File: src/inc/dwsp_pkg.sv
// constants and state type for the dual wiper serial shift port
// assumes the including design runs on one system clock
package dwsp_pkg;

  localparam int unsigned SR_W      = 17;     // shift register length
  localparam int unsigned WIPER_W   = 8;      // wiper code width
  localparam int unsigned SYNC_W    = 3;      // synchronised pin count

  // storage index = 16 - transfer position; index 16 drives the chain output
  localparam int unsigned SS_IDX    = 16;     // transfer position 0, stack select
  localparam int unsigned W1_MSB    = 15;     // transfer position 1
  localparam int unsigned W1_LSB    = 8;      // transfer position 8
  localparam int unsigned W0_MSB    = 7;      // transfer position 9
  localparam int unsigned W0_LSB    = 0;      // transfer position 16

  localparam logic [7:0]  WIPER_RST = 8'h80;  // mid-scale code
  localparam logic        SS_RST    = 1'h0;   // potentiometer zero selected
  localparam logic [16:0] SR_RST    = {SS_RST, WIPER_RST, WIPER_RST};

  // pin positions inside the synchroniser vector
  localparam int unsigned PIN_EN    = 0;
  localparam int unsigned PIN_CLK   = 1;
  localparam int unsigned PIN_DAT   = 2;

  typedef struct packed {
    logic [16:0] sr;       // serial shift register
    logic [7:0]  w0;       // wiper zero latch
    logic [7:0]  w1;       // wiper one latch
    logic        ss;       // stack select latch
    logic [7:0]  stk;      // stacked wiper selection
    logic        en_d;     // port enable, one cycle old
    logic        sclk_d;   // serial clock, one cycle old
  } dwsp_state_t;

endpackage

File: src/verilog/dwsp_sync.sv
// two flip-flop synchroniser for a group of asynchronous pins
// assumes each bit is an independent level from outside the clock domain
`timescale 1ns/1ps
`default_nettype none

module dwsp_sync #(
  parameter int unsigned WIDTH = 3
) (
  input  wire logic             clk,    // system clock
  input  wire logic             rst_n,  // synchronous reset, active low
  input  wire logic [WIDTH-1:0] d,      // asynchronous pins
  output var  logic [WIDTH-1:0] q       // synchronised levels
);

  logic [WIDTH-1:0] meta_reg;

  always_ff @(posedge clk)
  begin
    if (!rst_n)
    begin
      meta_reg <= '0;
      q        <= '0;
    end
    else
    begin
      meta_reg <= d;
      q        <= meta_reg;
    end
  end

endmodule // dwsp_sync

`default_nettype wire

File: src/verilog/dwsp_port.sv
// serial control port of a dual 256-step potentiometer: shift register,
// wiper latches, stacked wiper selection and cascade output
// assumes port enable, serial clock and data are asynchronous pins, and the
// serial clock runs far below the system clock (two samples per phase or more)
//
// Notes on behaviour
// - port enable low ignores clock and data
// - shift data in on serial clock rise
// - seventeen bit register, position zero stack select
// - positions one to eight: wiper one
// - positions nine to sixteen: wiper zero
// - port enable fall loads latches from register
// - power-up wipers at mid-scale code
// - stacked output follows latched stack select
// - enable rise shows last stage on chain
// - each clock rise while enabled advances chain output stage
// - stack select bit leaves chain first
// - chain output driven regardless of enable
`timescale 1ns/1ps
`default_nettype none

module dwsp_port
  import dwsp_pkg::*;
(
  input  wire logic       clk,                // system clock, 200 MHz
  input  wire logic       rst_n,              // synchronous reset, active low
  input  wire logic       port_enable,        // port enable pin, high active
  input  wire logic       serial_clk,         // serial clock pin
  input  wire logic       serial_data_in,     // serial data pin
  output var  logic       chain_data_out,     // cascade output, last stage
  output var  logic [7:0] wiper_zero_tap,     // latched wiper zero code
  output var  logic [7:0] wiper_one_tap,      // latched wiper one code
  output var  logic       stack_select,       // latched stack select bit
  output var  logic [7:0] stacked_wiper_out   // code of the selected wiper
);

  logic [SYNC_W-1:0] pins_raw;
  logic [SYNC_W-1:0] pins_s;
  logic              en_s;
  logic              sclk_s;
  logic              din_s;
  logic              sclk_rise;
  logic              en_fall;
  dwsp_state_t       st_reg;
  dwsp_state_t       st_next;

  assign pins_raw[PIN_EN]  = port_enable;
  assign pins_raw[PIN_CLK] = serial_clk;
  assign pins_raw[PIN_DAT] = serial_data_in;

  dwsp_sync #(
    .WIDTH (SYNC_W)
  ) u_sync (
    .clk   (clk),
    .rst_n (rst_n),
    .d     (pins_raw),
    .q     (pins_s)
  );

  assign en_s      = pins_s[PIN_EN];
  assign sclk_s    = pins_s[PIN_CLK];
  assign din_s     = pins_s[PIN_DAT];

  // edges seen on the synchronised levels only
  assign sclk_rise = sclk_s && !st_reg.sclk_d;
  assign en_fall   = st_reg.en_d && !en_s;

  always_comb
  begin
    st_next        = st_reg;
    st_next.en_d   = en_s;
    st_next.sclk_d = sclk_s;

    // shifting only while the port is selected
    if (en_s && sclk_rise)
    begin
      st_next.sr = {st_reg.sr[SR_W-2:0], din_s};
    end

    // latches change only when the port is deselected
    if (en_fall)
    begin
      st_next.ss = st_reg.sr[SS_IDX];
      st_next.w1 = st_reg.sr[W1_MSB:W1_LSB];
      st_next.w0 = st_reg.sr[W0_MSB:W0_LSB];
    end

    st_next.stk = st_next.ss ? st_next.w1 : st_next.w0;
  end

  always_ff @(posedge clk)
  begin
    if (!rst_n)
    begin
      st_reg.sr     <= SR_RST;
      st_reg.w0     <= WIPER_RST;
      st_reg.w1     <= WIPER_RST;
      st_reg.ss     <= SS_RST;
      st_reg.stk    <= WIPER_RST;
      st_reg.en_d   <= 1'h0;
      st_reg.sclk_d <= 1'h0;
    end
    else
    begin
      st_reg <= st_next;
    end
  end

  // chain output is the last stage at all times
  assign chain_data_out    = st_reg.sr[SS_IDX];
  assign wiper_zero_tap    = st_reg.w0;
  assign wiper_one_tap     = st_reg.w1;
  assign stack_select      = st_reg.ss;
  assign stacked_wiper_out = st_reg.stk;

  idle_hold_a : assert property (
    @(posedge clk) disable iff (!rst_n)
    !en_s |=> $stable(st_reg.sr))
    else $error("shift register moved while port disabled");

  shift_step_a : assert property (
    @(posedge clk) disable iff (!rst_n)
    (en_s && sclk_rise) |=> (st_reg.sr == {$past(st_reg.sr[15:0]), $past(din_s)}))
    else $error("shift register did not take the data bit");

  chain_next_a : assert property (
    @(posedge clk) disable iff (!rst_n)
    (en_s && sclk_rise) |=> (chain_data_out == $past(st_reg.sr[15])))
    else $error("chain output did not advance one stage");

  chain_drive_a : assert property (
    @(posedge clk) disable iff (!rst_n)
    !en_s |=> (chain_data_out == $past(chain_data_out)))
    else $error("chain output changed while port disabled");

  latch_load_a : assert property (
    @(posedge clk) disable iff (!rst_n)
    en_fall |=> ((wiper_one_tap == $past(st_reg.sr[15:8]))
                 && (wiper_zero_tap == $past(st_reg.sr[7:0]))
                 && (stack_select == $past(st_reg.sr[16]))))
    else $error("latches not loaded on port enable fall");

  latch_hold_a : assert property (
    @(posedge clk) disable iff (!rst_n)
    !en_fall |=> ($stable(wiper_zero_tap) && $stable(wiper_one_tap)
                  && $stable(stack_select)))
    else $error("latches changed without port enable fall");

  reset_mid_a : assert property (
    @(posedge clk)
    !rst_n |=> ((wiper_zero_tap == 8'h80) && (wiper_one_tap == 8'h80)))
    else $error("wipers not at mid-scale after reset");

  stack_mux_a : assert property (
    @(posedge clk) disable iff (!rst_n)
    stacked_wiper_out == (stack_select ? wiper_one_tap : wiper_zero_tap))
    else $error("stacked output does not follow stack select");

  select_first_a : assert property (
    @(posedge clk) disable iff (!rst_n)
    $rose(en_s) |-> (chain_data_out == stack_select))
    else $error("stack select not first on chain output");

  recirc_a : assert property (
    @(posedge clk) disable iff (!rst_n)
    en_fall |=> (stack_select == $past(chain_data_out)))
    else $error("stack select not taken from last stage");

  // clocking while deselected must leave register and chain alone
  no_shift_low_a : assert property (
    @(posedge clk) disable iff (!rst_n)
    (!en_s && sclk_rise) |=> $stable(st_reg.sr))
    else $error("shift register moved on a clock while disabled");

  chain_quiet_a : assert property (
    @(posedge clk) disable iff (!rst_n)
    (!en_s && sclk_rise) |=> $stable(chain_data_out))
    else $error("chain output moved on a clock while disabled");

  // selected port moves only on a detected clock rise
  one_step_a : assert property (
    @(posedge clk) disable iff (!rst_n)
    (en_s && !sclk_rise) |=> $stable(st_reg.sr))
    else $error("shift register moved without a clock rise");

  chain_hold_a : assert property (
    @(posedge clk) disable iff (!rst_n)
    (en_s && !sclk_rise) |=> $stable(chain_data_out))
    else $error("chain output moved without a clock rise");

  enable_rise_a : assert property (
    @(posedge clk) disable iff (!rst_n)
    ($rose(en_s) && !sclk_rise) |=> $stable(chain_data_out))
    else $error("chain output disturbed by port enable rise");

  // latches and stacked output move together, on the fall only
  shift_keep_a : assert property (
    @(posedge clk) disable iff (!rst_n)
    en_s |=> ($stable(wiper_zero_tap) && $stable(wiper_one_tap) && $stable(stack_select)))
    else $error("latches changed while port enabled");

  fall_only_a : assert property (
    @(posedge clk) disable iff (!rst_n)
    $changed(stack_select) |-> $past(en_fall))
    else $error("stack select changed without port enable fall");

  stack_load_a : assert property (
    @(posedge clk) disable iff (!rst_n)
    en_fall |=> (stacked_wiper_out == ($past(st_reg.sr[16]) ? $past(st_reg.sr[15:8])
                                                             : $past(st_reg.sr[7:0]))))
    else $error("stacked output not updated with the latches");

  reset_state_a : assert property (
    @(posedge clk)
    !rst_n |=> ((stacked_wiper_out == 8'h80) && !stack_select && !chain_data_out))
    else $error("stacked output, select or chain not at reset value");

endmodule // dwsp_port

`default_nettype wire

File: config.mk
export PLATFORM = sky130hd
export DESIGN_NAME = dwsp_port
export DESIGN_NICKNAME = d
export VERILOG_FILES = /design/src/inc/dwsp_pkg.sv /design/src/verilog/dwsp_sync.sv /design/src/verilog/dwsp_port.sv
export SDC_FILE = /design/constraint.sdc
export NUM_CORES = 1
export LEC_CHECK = 0
export BUFFER_PORTS_ARGS = -buffer_cell sky130_fd_sc_hd__clkbuf_2
export CORE_ASPECT_RATIO = 1.1
export CORE_MARGIN = 2
export CORE_UTILIZATION = 43
export CTS_BUF_LIST = sky130_fd_sc_hd__clkbuf_4 sky130_fd_sc_hd__clkbuf_8 sky130_fd_sc_hd__clkbuf_16
export DETAILED_ROUTE_END_ITERATION = 8
export HOLD_SLACK_MARGIN = 0.05
export PLACE_DENSITY_LB_ADDON = 0.15
export SLEW_MARGIN = 10
export SYNTH_ARGS = -nofsm -noshare
export SYNTH_HDL_FRONTEND = slang
export SYNTH_SLANG_ARGS = --single-unit
File: constraint.sdc
create_clock -name clk -period 1.6 [get_ports clk]
set_input_delay 0.08 -clock clk [delete_from_list [all_inputs] [get_ports clk]]
set_output_delay 0.08 -clock clk [all_outputs]
set_load 0.02 [all_outputs]
Word level (Yosys, flattened, before mapping)
Cells that the tools add are included.
{ "classes": {"eq_ne": 0, "mul": 0, "magnitude_cmp": 0, "n_reduce_logical": 5, "div_mod_pow": 0, "n_addsub": 0, "muxes": 2, "bitwise_logic": 0, "n_shift": 0} }
{ "op_table": {"columns": ["op", "count"], "rows": [
  ["17-bit 2-to-1 mux", 1],
  ["8-bit 2-to-1 mux", 1],
  ["1-bit logical AND", 3],
  ["1-bit zero test", 2]
]} }
{ "totals": {"latch_bits": 0, "n_memories": 0, "word_cells": 16, "output_inout_bits": 26, "rom_bits": 0, "reg_bits": 50, "ram_bits": 0, "input_bits": 5} }

Longest topological paths before layout
Gate-level depths: netlist (run 1).
{ "logic_depth": {"ltp_word": 4, "mapped_depth": 5} }

Modules after synthesis
From an unflattened synthesis (run 1), not the netlist that was laid out.
{ "hier_totals": {"hier_cells": 226, "area_unflattened_um2": 2043.2} }
{ "modules_own_cells": {"columns": ["module", "cells_per_inst", "n_inst", "seq_area_each_um2", "area_each_um2"], "rows": [
  ["dwsp_port", 214, 1, 880.8, 1885.6],
  ["dwsp_sync", 12, 1, 120.1, 157.7]
]} }

Worst setup path before layout (run 1)
Ideal clock, no wire load.
{ "synth_timing": {"kind": "register to register", "startpoint": "reg st_reg (netlist bit chain_data_out)", "endpoint": "reg st_reg (netlist bit stacked_wiper_out[7])", "synth_period_minus_slack_ps": 1255, "setup_time_ps": 117, "arrival_ps": 1138, "path_stages_with_launch": 4, "path_slack_ps": 345, "required_time_ps": 1483, "path_cell_list": "dfxtp_1 > buf_4 > mux2_2 > o22a_1"} }
{ "synth_via": {"elab_chain_cells": 2} }
{ "synth_lines": {"columns": ["item", "line_no", "rtl"], "rows": [
  ["start: declaration", "dwsp_port.sv:44", "dwsp_state_t st_reg;"],
  ["start signal: assignment", "dwsp_port.sv:105", "st_reg <= st_next;"],
  ["17-bit 2-to-1 mux", "dwsp_port.sv:81", "if (en_fall)"],
  ["8-bit 2-to-1 mux", "dwsp_port.sv:88", "st_next.stk = st_next.ss ? st_next.w1 : st_next.w0;"]
]} }
Every way passes these cells.
A chain may end at the register's enable or synchronous reset.

Worst setup path after layout (run 1)
{ "layout_timing": {"startpoint": "reg st_reg (netlist bit chain_data_out)", "endpoint": "out chain_data_out"} }
{ "layout_lines": {"columns": ["item", "line_no", "rtl"], "rows": [
  ["end: declaration", "dwsp_port.sv:30", "output var logic chain_data_out,"]
]} }
No word-level cell between the ends.

==> results of run 1 <==
[power breakdown]
part / switching [W] / internal (W) / leakage, nW / total (W)
registers: 0.00000584 / 0.00125 / 0.404 / 0.00126
clock network: 0.000392 / 0.000366 / 0.0517 / 0.000758
logic: 0.0000480 / 0.0000356 / 0.374 / 0.0000835
total: 0.000446 / 0.00166 / 0.831 / 0.00210
[cell type report]
type	instances	area (µm²)	area share, %
Sequential cell	50	1001	45.17
Timing Repair Buffer	43	267.8	12.08
Clock inverter	1	5.005	0.2259
Multi-Input combinational cell	137	782.0	35.29
Tap cell	56	70.07	3.162
Clock buffer	7	90.09	4.065
[routing by layer]
layer | part of all wire, % | vias up | track usage [%]
met4 | 1.7 | 0 | 6.731
li1 | - | 747 | -
met2 | 47 | 21 | 26.00
met1 | 48 | 641 | 19.50
met5 | 0 | - | 0
met3 | 3.3 | 7 | 4.630
[stage by stage]
| step | utilization (%) | worst slack [ns] | hold WS [ns] | cell area [µm²] | cells |
|---|---|---|---|---|---|
| 2_1_floorplan | - | 0.3452 | 0.2073 | 2062 | 226 |
| 3_3_place_gp | 45.26 | 0.5165 | 0.2868 | 2091 | 283 |
| 3_5_place_dp | 45.26 | 0.4675 | 0.2914 | 2091 | 283 |
| 4_1_cts | 47.97 | 0.3650 | 0.1649 | 2216 | 294 |
| 5_1_grt | 47.97 | 0.2953 | 0.1830 | 2216 | 294 |
| 6_report | 47.97 | 0.3932 | 0.1709 | 2216 | 294 |
[logic make-up (layout without fill, tap and decap cells)]
| logic type | Yosys count | count (layout) | share of synthesized area [%] |
|---|---|---|---|
| and+or+nand+nor | 81 | 81 | 17.42 |
| DFF | 50 | 50 | 48.54 |
| AOI/OAI and AO/OA | 38 | 38 | 11.65 |
| muxes | 18 | 18 | 8.859 |
| buffers and inverters | 39 | 51 | 13.53 |
[cells in the final DEF, fill, tap and decap left out]
master / n
nand2_1: 51
dfxtp_1: 50
clkbuf_2: 30
nand3_1: 17
mux2i_1: 16
o21ai_0: 14
buf_4: 9
a21boi_1: 8
and2_1: 8
a21boi_0: 7
o22ai_1: 7
clkbuf_8: 6
dlygate4sd3_1: 3
nand2_2: 2
mux2_2: 2
nand3b_1: 1
o21ai_1: 1
nor2b_1: 1
nand2b_1: 1
o22a_1: 1
clkinv_2: 1
clkbuf_4: 1
buf_12: 1
[path summary, 6_finish.rpt]
check / startpoint / endpoint / slack [ns]
worst max-delay path: chain_data_out / chain_data_out / 0.39
worst min register to register: u_sync.meta_reg[0] / u_sync.q[0] / 0.44
worst max register to register: st_reg[1] / stacked_wiper_out[1] / 0.45
worst min-delay path: rst_n / wiper_zero_tap[7] / 0.17
[worst max-delay path: cells and delay by family (launching register included)]
kind                   cells  cell delay [ns]
buffers and inverters      2             0.37
flip-flops                 1             0.45
[timing repair]
item | 4_1_cts | 5_1_grt
gates resized for setup | 0 | 0
hold endpoints to repair | 3 | 0
hold buffers | 3 | 0
==> results.json, run 1 <==
{
  "die_w_um": 70.03,
  "nets": 242,
  "synth_nets": 231,
  "synth_area_per_cell_um2": 9.124,
  "postRouteAntennaNets": 0,
  "peakVddDrop_uv": 483.9,
  "largest_reg_flops": 18,
  "synth.top_cell.area_share_pct": 48.54,
  "grt_pass1_vias": 1397,
  "ys_seq_elements": 50,
  "core_area_um2": 4619,
  "fmax_mhz": 828.6,
  "slew_headroom_pct": 77.52,
  "grt_max_degree": 46,
  "netlist_area_um2": 2062,
  "rsz0062_at_grt": "no",
  "slew_viol_final": 0,
  "holdPathStages": 2,
  "die_h_um": 76.63,
  "worst-path-max-fanout": 5,
  "finalWirelength_mm": 3.831,
  "wire_per_inst_um": 13.03,
  "synthTopCellsByCount": "nand2_1, dfxtp_1, buf_4",
  "numCtsBuffers": 5,
  "critPathSlowestCell": "dfxtp_1",
  "grt.overflow.total": 0,
  "tightestPinTransition_ns": 0.3372,
  "io_pins": 31,
  "netlist_top_cells_area": "dfxtp_1, buf_4, nand2_1",
  "drive_above_1_share_pct": 21.85,
  "clk_path_buf_depth": 2,
  "skew_ns": 0.005585,
  "clk_pin_slew_ns": 0.09,
  "rows": 26,
  "vias": 1416,
  "dp_hpwl_mm": 2.585,
  "synth-async-reset-ratio_pct": 0,
  "hold_violations": 0,
  "tns_ns": 0,
  "power_w": 0.002103,
  "htreeDepth": 2,
  "port-buffer-count": 30,
  "crit_type": "reg2out",
  "fin_crit_sh_pct": 75.43,
  "root_buffer": "clkbuf_8",
  "finalCriticalPeriod_ns": 1.207,
  "yosysMostFrequentCell": "nand2_1",
  "drt_first_pass_iters": 4,
  "cts_tree": "built",
  "synth_edf_count": 0,
  "fillers": 467,
  "synthCells": 226,
  "synth_ff_type": "dfxtp_1",
  "routabilityCongestion": 0.7864,
  "crit_chain": "buf_4, clkbuf_2",
  "max_stage_delay_ns": 0.45,
  "startpoint_type": "register",
  "antenna_found_initial": 0,
  "grt_pass1_wl_mm": 6.686,
  "p_leak_nw": 0.8306,
  "ys_warn_count": 0,
  "power_density_nw_per_um2": 948.9,
  "grt_use_total_pct": 15.92,
  "die_area_um2": 5366,
  "synth_seq_area_share_pct": 48.54,
  "clock_sinks": 50,
  "hold_path.class": "in2reg",
  "drc_errors": 0,
  "setup_viol": 0,
  "outcome": "complete, no violations",
  "cp-end-kind": "primary output",
  "ys_types": 20,
  "insertion_delay_ns": 0.30,
  "reg2regPathDepth": 3,
  "start_util_pct": 44.64,
  "maxCapViolCount": 0,
  "cts_setup_buffers": 0,
  "drt_iter0_drc": 72,
  "synth_top_cell_by_area": "dfxtp_1",
  "via_per_inst": 4.816,
  "area.growth.synth_to_final_pct": 7.464,
  "num_antenna_cells": 0,
  "worstPathRequired_ns": 1.52,
  "crit_arrival_ns": 1.13
}
(Power assumes the default switching activity.)
==> run 2: changes to the inputs <==
- ABC_AREA: not set -> 1
- clock period: 1.6 -> 1.24 ns (I/O delays scaled with it)
==> run 2 against run 1 <==
  * Cell area up 3.3%
  * Via count rose by 6.4%
  * Non-clock buffer count decreased by 2
  * Largest cell class unchanged
  * Largest power group unchanged
==> results.json, run 2 <==
{
  "outcome": "complete, no violations",
  "dp_hpwl_mm": 2.873,
  "largest_reg_flops": 18,
  "fillers": 477,
  "maxCapViolCount": 0,
  "die_area_um2": 5486,
  "synth.top_cell.area_share_pct": 47.42,
  "num_antenna_cells": 0,
  "rsz0062_at_grt": "no",
  "die_w_um": 70.80,
  "tightestPinTransition_ns": 0.2843,
  "r2r_slack_ns": 0.09,
  "slew_headroom_pct": 81.02,
  "area.growth.synth_to_final_pct": 8.417,
  "peakVddDrop_uv": 734.3,
  "drt_iter0_drc": 56,
  "reg2regPathDepth": 4,
  "hold_slack_ns": 0.1103,
  "synth_edf_count": 0,
  "r2r-end": "stacked_wiper_out[2]",
  "wire_per_inst_um": 12.03,
  "clock_sinks": 50,
  "grt_max_degree": 29,
  "crit_type": "reg2reg",
  "insertion_delay_ns": 0.30,
  "grt_pass1_wl_mm": 6.748,
  "rows": 26,
  "netlist_area_um2": 2111,
  "start_util_pct": 45.06,
  "worstPathRequired_ns": 1.46,
  "grt_use_total_pct": 15.55,
  "synthCells": 249,
  "cp-endpoint": "stacked_wiper_out[2]",
  "drt_first_pass_iters": 4,
  "finalCriticalPeriod_ns": 1.152,
  "vias": 1506,
  "crit_arrival_ns": 1.38,
  "cp-end-kind": "register",
  "clk_path_buf_depth": 2,
  "nets": 268,
  "fin_crit_sh_pct": 92.92,
  "synth_ff_type": "dfxtp_1",
  "crit_path_start": "st_reg[1]",
  "numCtsBuffers": 5,
  "synth_nets": 254,
  "grt.overflow.total": 0,
  "postRouteAntennaNets": 0,
  "final_common_cell": "dfxtp_1",
  "htreeDepth": 2,
  "yosysMostFrequentCell": "dfxtp_1",
  "clk_pin_slew_ns": 0.09,
  "die_h_um": 77.48,
  "grt_pass1_vias": 1489,
  "layout_common_cells": "dfxtp_1, inv_1, nand2_1",
  "startpoint_type": "register",
  "port-buffer-count": 30,
  "netlist_top_cells_area": "dfxtp_1, buf_4, inv_1",
  "synth_seq_area_share_pct": 47.42,
  "ys_types": 24,
  "drive_above_1_share_pct": 26.89,
  "ys_warn_count": 0,
  "drc_errors": 0,
  "setup_viol": 0,
  "cts_tree": "built",
  "hold_path.class": "in2reg",
  "routabilityCongestion": 0.7645,
  "slew_viol_final": 0,
  "seq_area_um2": 1003,
  "multi_input_area_um2": 696.9,
  "synth-async-reset-ratio_pct": 0,
  "via_per_inst": 4.706,
  "hold_violations": 0,
  "power_density_nw_per_um2": 1311,
  "synth_top_cell_by_area": "dfxtp_1",
  "io_pins": 31,
  "skew_ns": 0.006503,
  "r2r-start": "st_reg[1]",
  "core_area_um2": 4684,
  "fmax_mhz": 867.9,
  "finalWirelength_mm": 3.849,
  "p_leak_nw": 1.168,
  "root_buffer": "clkbuf_8",
  "synth_area_per_cell_um2": 8.477,
  "antenna_found_initial": 0,
  "worst-path-max-fanout": 9,
  "ys_seq_elements": 50,
  "tns_ns": 0,
  "synthTopCellsByCount": "dfxtp_1, inv_1, nand2_1"
}
run 2: cell types whose count changed after synthesis, moves of 7 or more:
cell	change
inv_1	+34
nor2_1	+23
nand2_1	-20
a21oi_1	+18
mux2i_1	-16
a21boi_1	-8
and2_1	-8
a21boi_0	-7
nand3_2	+7
o21ai_0	-7
o21ai_1	+7
o22ai_1	-7
run 2: what timing repair did:
item	CTS	global route
endpoints found under the hold margin	3	0
resized for setup	0	4
setup endpoints to repair	0	11
buffers inserted	0	0
hold buffers	3	0
run 2: worst min path at each step:
stage | from | to | slack, ns | cells past startpoint
floorplan | port_enable | u_sync.meta_reg[0] | 0.16 | 2
global placement | port_enable | u_sync.meta_reg[0] | 0.24 | 3
detailed placement | serial_data_in | u_sync.meta_reg[2] | 0.25 | 3
CTS | rst_n | wiper_zero_tap[7] | 0.11 | 2
global route | rst_n | wiper_zero_tap[7] | 0.13 | 2
finish | rst_n | wiper_zero_tap[7] | 0.11 | 2
run 2: power by group:
part / internal (W) / total (W) / leakage [nW] / switching [W]
Sequential: 0.00165 / 0.00167 / 0.407 / 0.0000207
Clock: 0.000594 / 0.00112 / 0.0579 / 0.000525
Combinational: 0.0000765 / 0.000212 / 0.703 / 0.000136
run 2: cell type report:
| cell class | instances | share of cell area [%] |
|---|---|---|
| inverter | 36 | 6.124 |
| timing repair buffer | 41 | 11.76 |
| sequential | 50 | 43.85 |
| multi-input combinational | 129 | 30.45 |
| tap | 56 | 3.062 |
| clock inverter | 3 | 1.750 |
| clock buffer | 5 | 3.007 |
run 2: critical path: stages (launching register included):
cell and delay, ns:
dfxtp_2 0.37, buf_4 0.17, nand3_4 0.11, nand3_2 0.20, a21oi_1 0.23
run 2: logic make-up (layout without fill, tap and decap cells):
logic type	Yosys count	count (layout)	share of synthesized area (%)
and+or+nand+nor	90	90	22.82
AOI/OAI and AO/OA	39	39	10.20
buffers and inverters	70	85	19.56
DFF	50	50	47.42
run 2: per-layer routing:
metal	up-vias	track usage, %	wire length (µm)
met1	697	20.10	1821
met3	6	4.286	140
met4	0	5.660	60
met2	26	24.77	1827
li1	777	-	-
met5	-	0	0
run 2: stage by stage:
step	util [%]	cell area (µm²)	setup WS, ns	std cells	power, W
after floorplan	-	2111	0.2236	249	0.001888
after global placement	45.70	2141	0.05748	309	0.001913
after detailed placement	45.70	2141	0.04304	309	0.001915
after CTS	48.66	2280	0.02175	320	0.003028
after global routing	48.85	2288	0.005561	320	0.003135
final	48.85	2288	0.08774	320	0.003001
==> run 3: changes to the inputs <==
- RECOVER_POWER: not set -> 100
==> run 3 against run 2 <==
  * Die area stayed put
  * Non-clock buffer count stayed put
  * Sequential share of layout area is 1.3 points higher
  * Total power is 0.31% lower
  * Largest power group unchanged
  * Highest routed layer unchanged
  * Critical path type unchanged
==> results.json, run 3 (synthesis results as in run 2) <==
{
  "start_util_pct": 45.06,
  "final_common_cell": "dfxtp_1",
  "maxCapViolCount": 0,
  "routabilityCongestion": 0.7645,
  "worst-path-max-fanout": 9,
  "die_area_um2": 5486,
  "io_pins": 31,
  "die_h_um": 77.48,
  "skew_ns": 0.006093,
  "finalWorstSetupSlack_ns": 0.06430,
  "htreeDepth": 2,
  "drt_first_pass_iters": 4,
  "fin_crit_sh_pct": 94.81,
  "dp_slack_ns": 0.04304,
  "multi_input_area_um2": 669.4,
  "r2r-start": "st_reg[1]",
  "reg2regPathDepth": 4,
  "dp_hpwl_mm": 2.873,
  "rsz0062_at_grt": "no",
  "startpoint_type": "register",
  "fmax_mhz": 850.6,
  "port-buffer-count": 30,
  "drive_above_1_share_pct": 14.77,
  "via_per_inst": 4.709,
  "cp-end-kind": "register",
  "clk_pin_slew_ns": 0.09,
  "hold_violations": 0,
  "rows": 26,
  "antenna_found_initial": 0,
  "die_w_um": 70.80,
  "layout_common_cells": "dfxtp_1, inv_1, nand2_1",
  "peakVddDrop_uv": 734.3,
  "vias": 1507,
  "p_leak_nw": 1.076,
  "clk_path_buf_depth": 2,
  "drt_iter0_drc": 53,
  "numCtsBuffers": 5,
  "finalCriticalPeriod_ns": 1.176,
  "r2r_slack_ns": 0.06,
  "root_buffer": "clkbuf_8",
  "grt.overflow.total": 0,
  "seq_area_um2": 1003,
  "slew_headroom_pct": 81.33,
  "outcome": "complete, no violations",
  "crit_type": "reg2reg",
  "crit_path_start": "st_reg[1]",
  "hold_path.class": "in2reg",
  "slew_viol_final": 0,
  "worstPathRequired_ns": 1.46,
  "grt_use_total_pct": 15.55,
  "largest_reg_flops": 18,
  "core_area_um2": 4684,
  "grt_max_degree": 29,
  "finalWirelength_mm": 3.866,
  "tightestPinTransition_ns": 0.2798,
  "nets": 268,
  "grt_pass1_vias": 1489,
  "cp-endpoint": "stacked_wiper_out[3]",
  "wire_per_inst_um": 12.08,
  "r2r-end": "stacked_wiper_out[3]",
  "crit_arrival_ns": 1.40,
  "area.growth.synth_to_final_pct": 5.335,
  "grt_pass1_wl_mm": 6.748,
  "fillers": 503,
  "setup_viol": 0,
  "cts_tree": "built",
  "num_antenna_cells": 0,
  "tns_ns": 0,
  "clock_sinks": 50,
  "insertion_delay_ns": 0.30,
  "drc_errors": 0,
  "power_density_nw_per_um2": 1345,
  "postRouteAntennaNets": 0
}
## run 3: cell count changes in the layout (fill, tap and decap cells not counted)
cell | previous run | this run
clkbuf_1 | 0 | 26
clkbuf_2 | 30 | 6
buf_4 | 5 | 3
nand2_1 | 31 | 32
nand3_1 | 18 | 23
nand3_2 | 7 | 2
nand2_2 | 3 | 2
## run 3: final cells by class
type	instances	area share (%)
flip-flops and latches	50	45.13
well taps	56	3.151
inverters	36	6.303
multi-input cells	129	30.11
repair buffers	41	10.41
clock inverters	3	1.801
clock buffers	5	3.095
## run 3: through the flow
step | area, µm² | power [W] | instances | hold slack [ns] | util, %
global route | 2223 | 0.003123 | 320 | 0.1000 | 47.46
CTS | 2280 | 0.003028 | 320 | 0.1114 | 48.66
global placement | 2141 | 0.001913 | 309 | 0.2425 | 45.70
finish | 2223 | 0.002991 | 320 | 0.09106 | 47.46
floorplan | 2111 | 0.001888 | 249 | 0.1596 | -
detailed placement | 2141 | 0.001915 | 309 | 0.2470 | 45.70
## run 3: worst min-delay path by stage
stage / from / to / slack [ns] / cells after the start
floorplan: port_enable / u_sync.meta_reg[0] / 0.16 / 2
finish: rst_n / wiper_zero_tap[7] / 0.09 / 2
global placement: port_enable / u_sync.meta_reg[0] / 0.24 / 3
detailed placement: serial_data_in / u_sync.meta_reg[2] / 0.25 / 3
global route: rst_n / wiper_zero_tap[7] / 0.10 / 2
CTS: rst_n / wiper_zero_tap[7] / 0.11 / 2
## run 3: power by group
part           switching, W  internal, W
logic              0.000133    0.0000679
clock network      0.000528     0.000594
registers         0.0000202      0.00165
total              0.000680      0.00231
## run 3: worst max-delay path, cell delays in order, from the launching register on
cell	delay (ns)
dfxtp_2	0.37
clkbuf_2	0.17
nand3_4	0.13
nand3_2	0.21
a21oi_1	0.23
## run 3: layer usage
layer | vias up | global-route usage [%] | wire (µm)
li1 | 779 | - | -
met1 | 690 | 20.10 | 1777
met2 | 32 | 24.77 | 1820
met3 | 6 | 4.286 | 208
met4 | 0 | 5.660 | 60
met5 | - | 0 | 0
## run 3: repair_timing
action | CTS | global route
hold endpoints to repair | 3 | 0
endpoints found under the setup margin | 0 | 11
setup buffers | 0 | 0
hold buffers | 3 | 0
gates resized for setup | 0 | 4
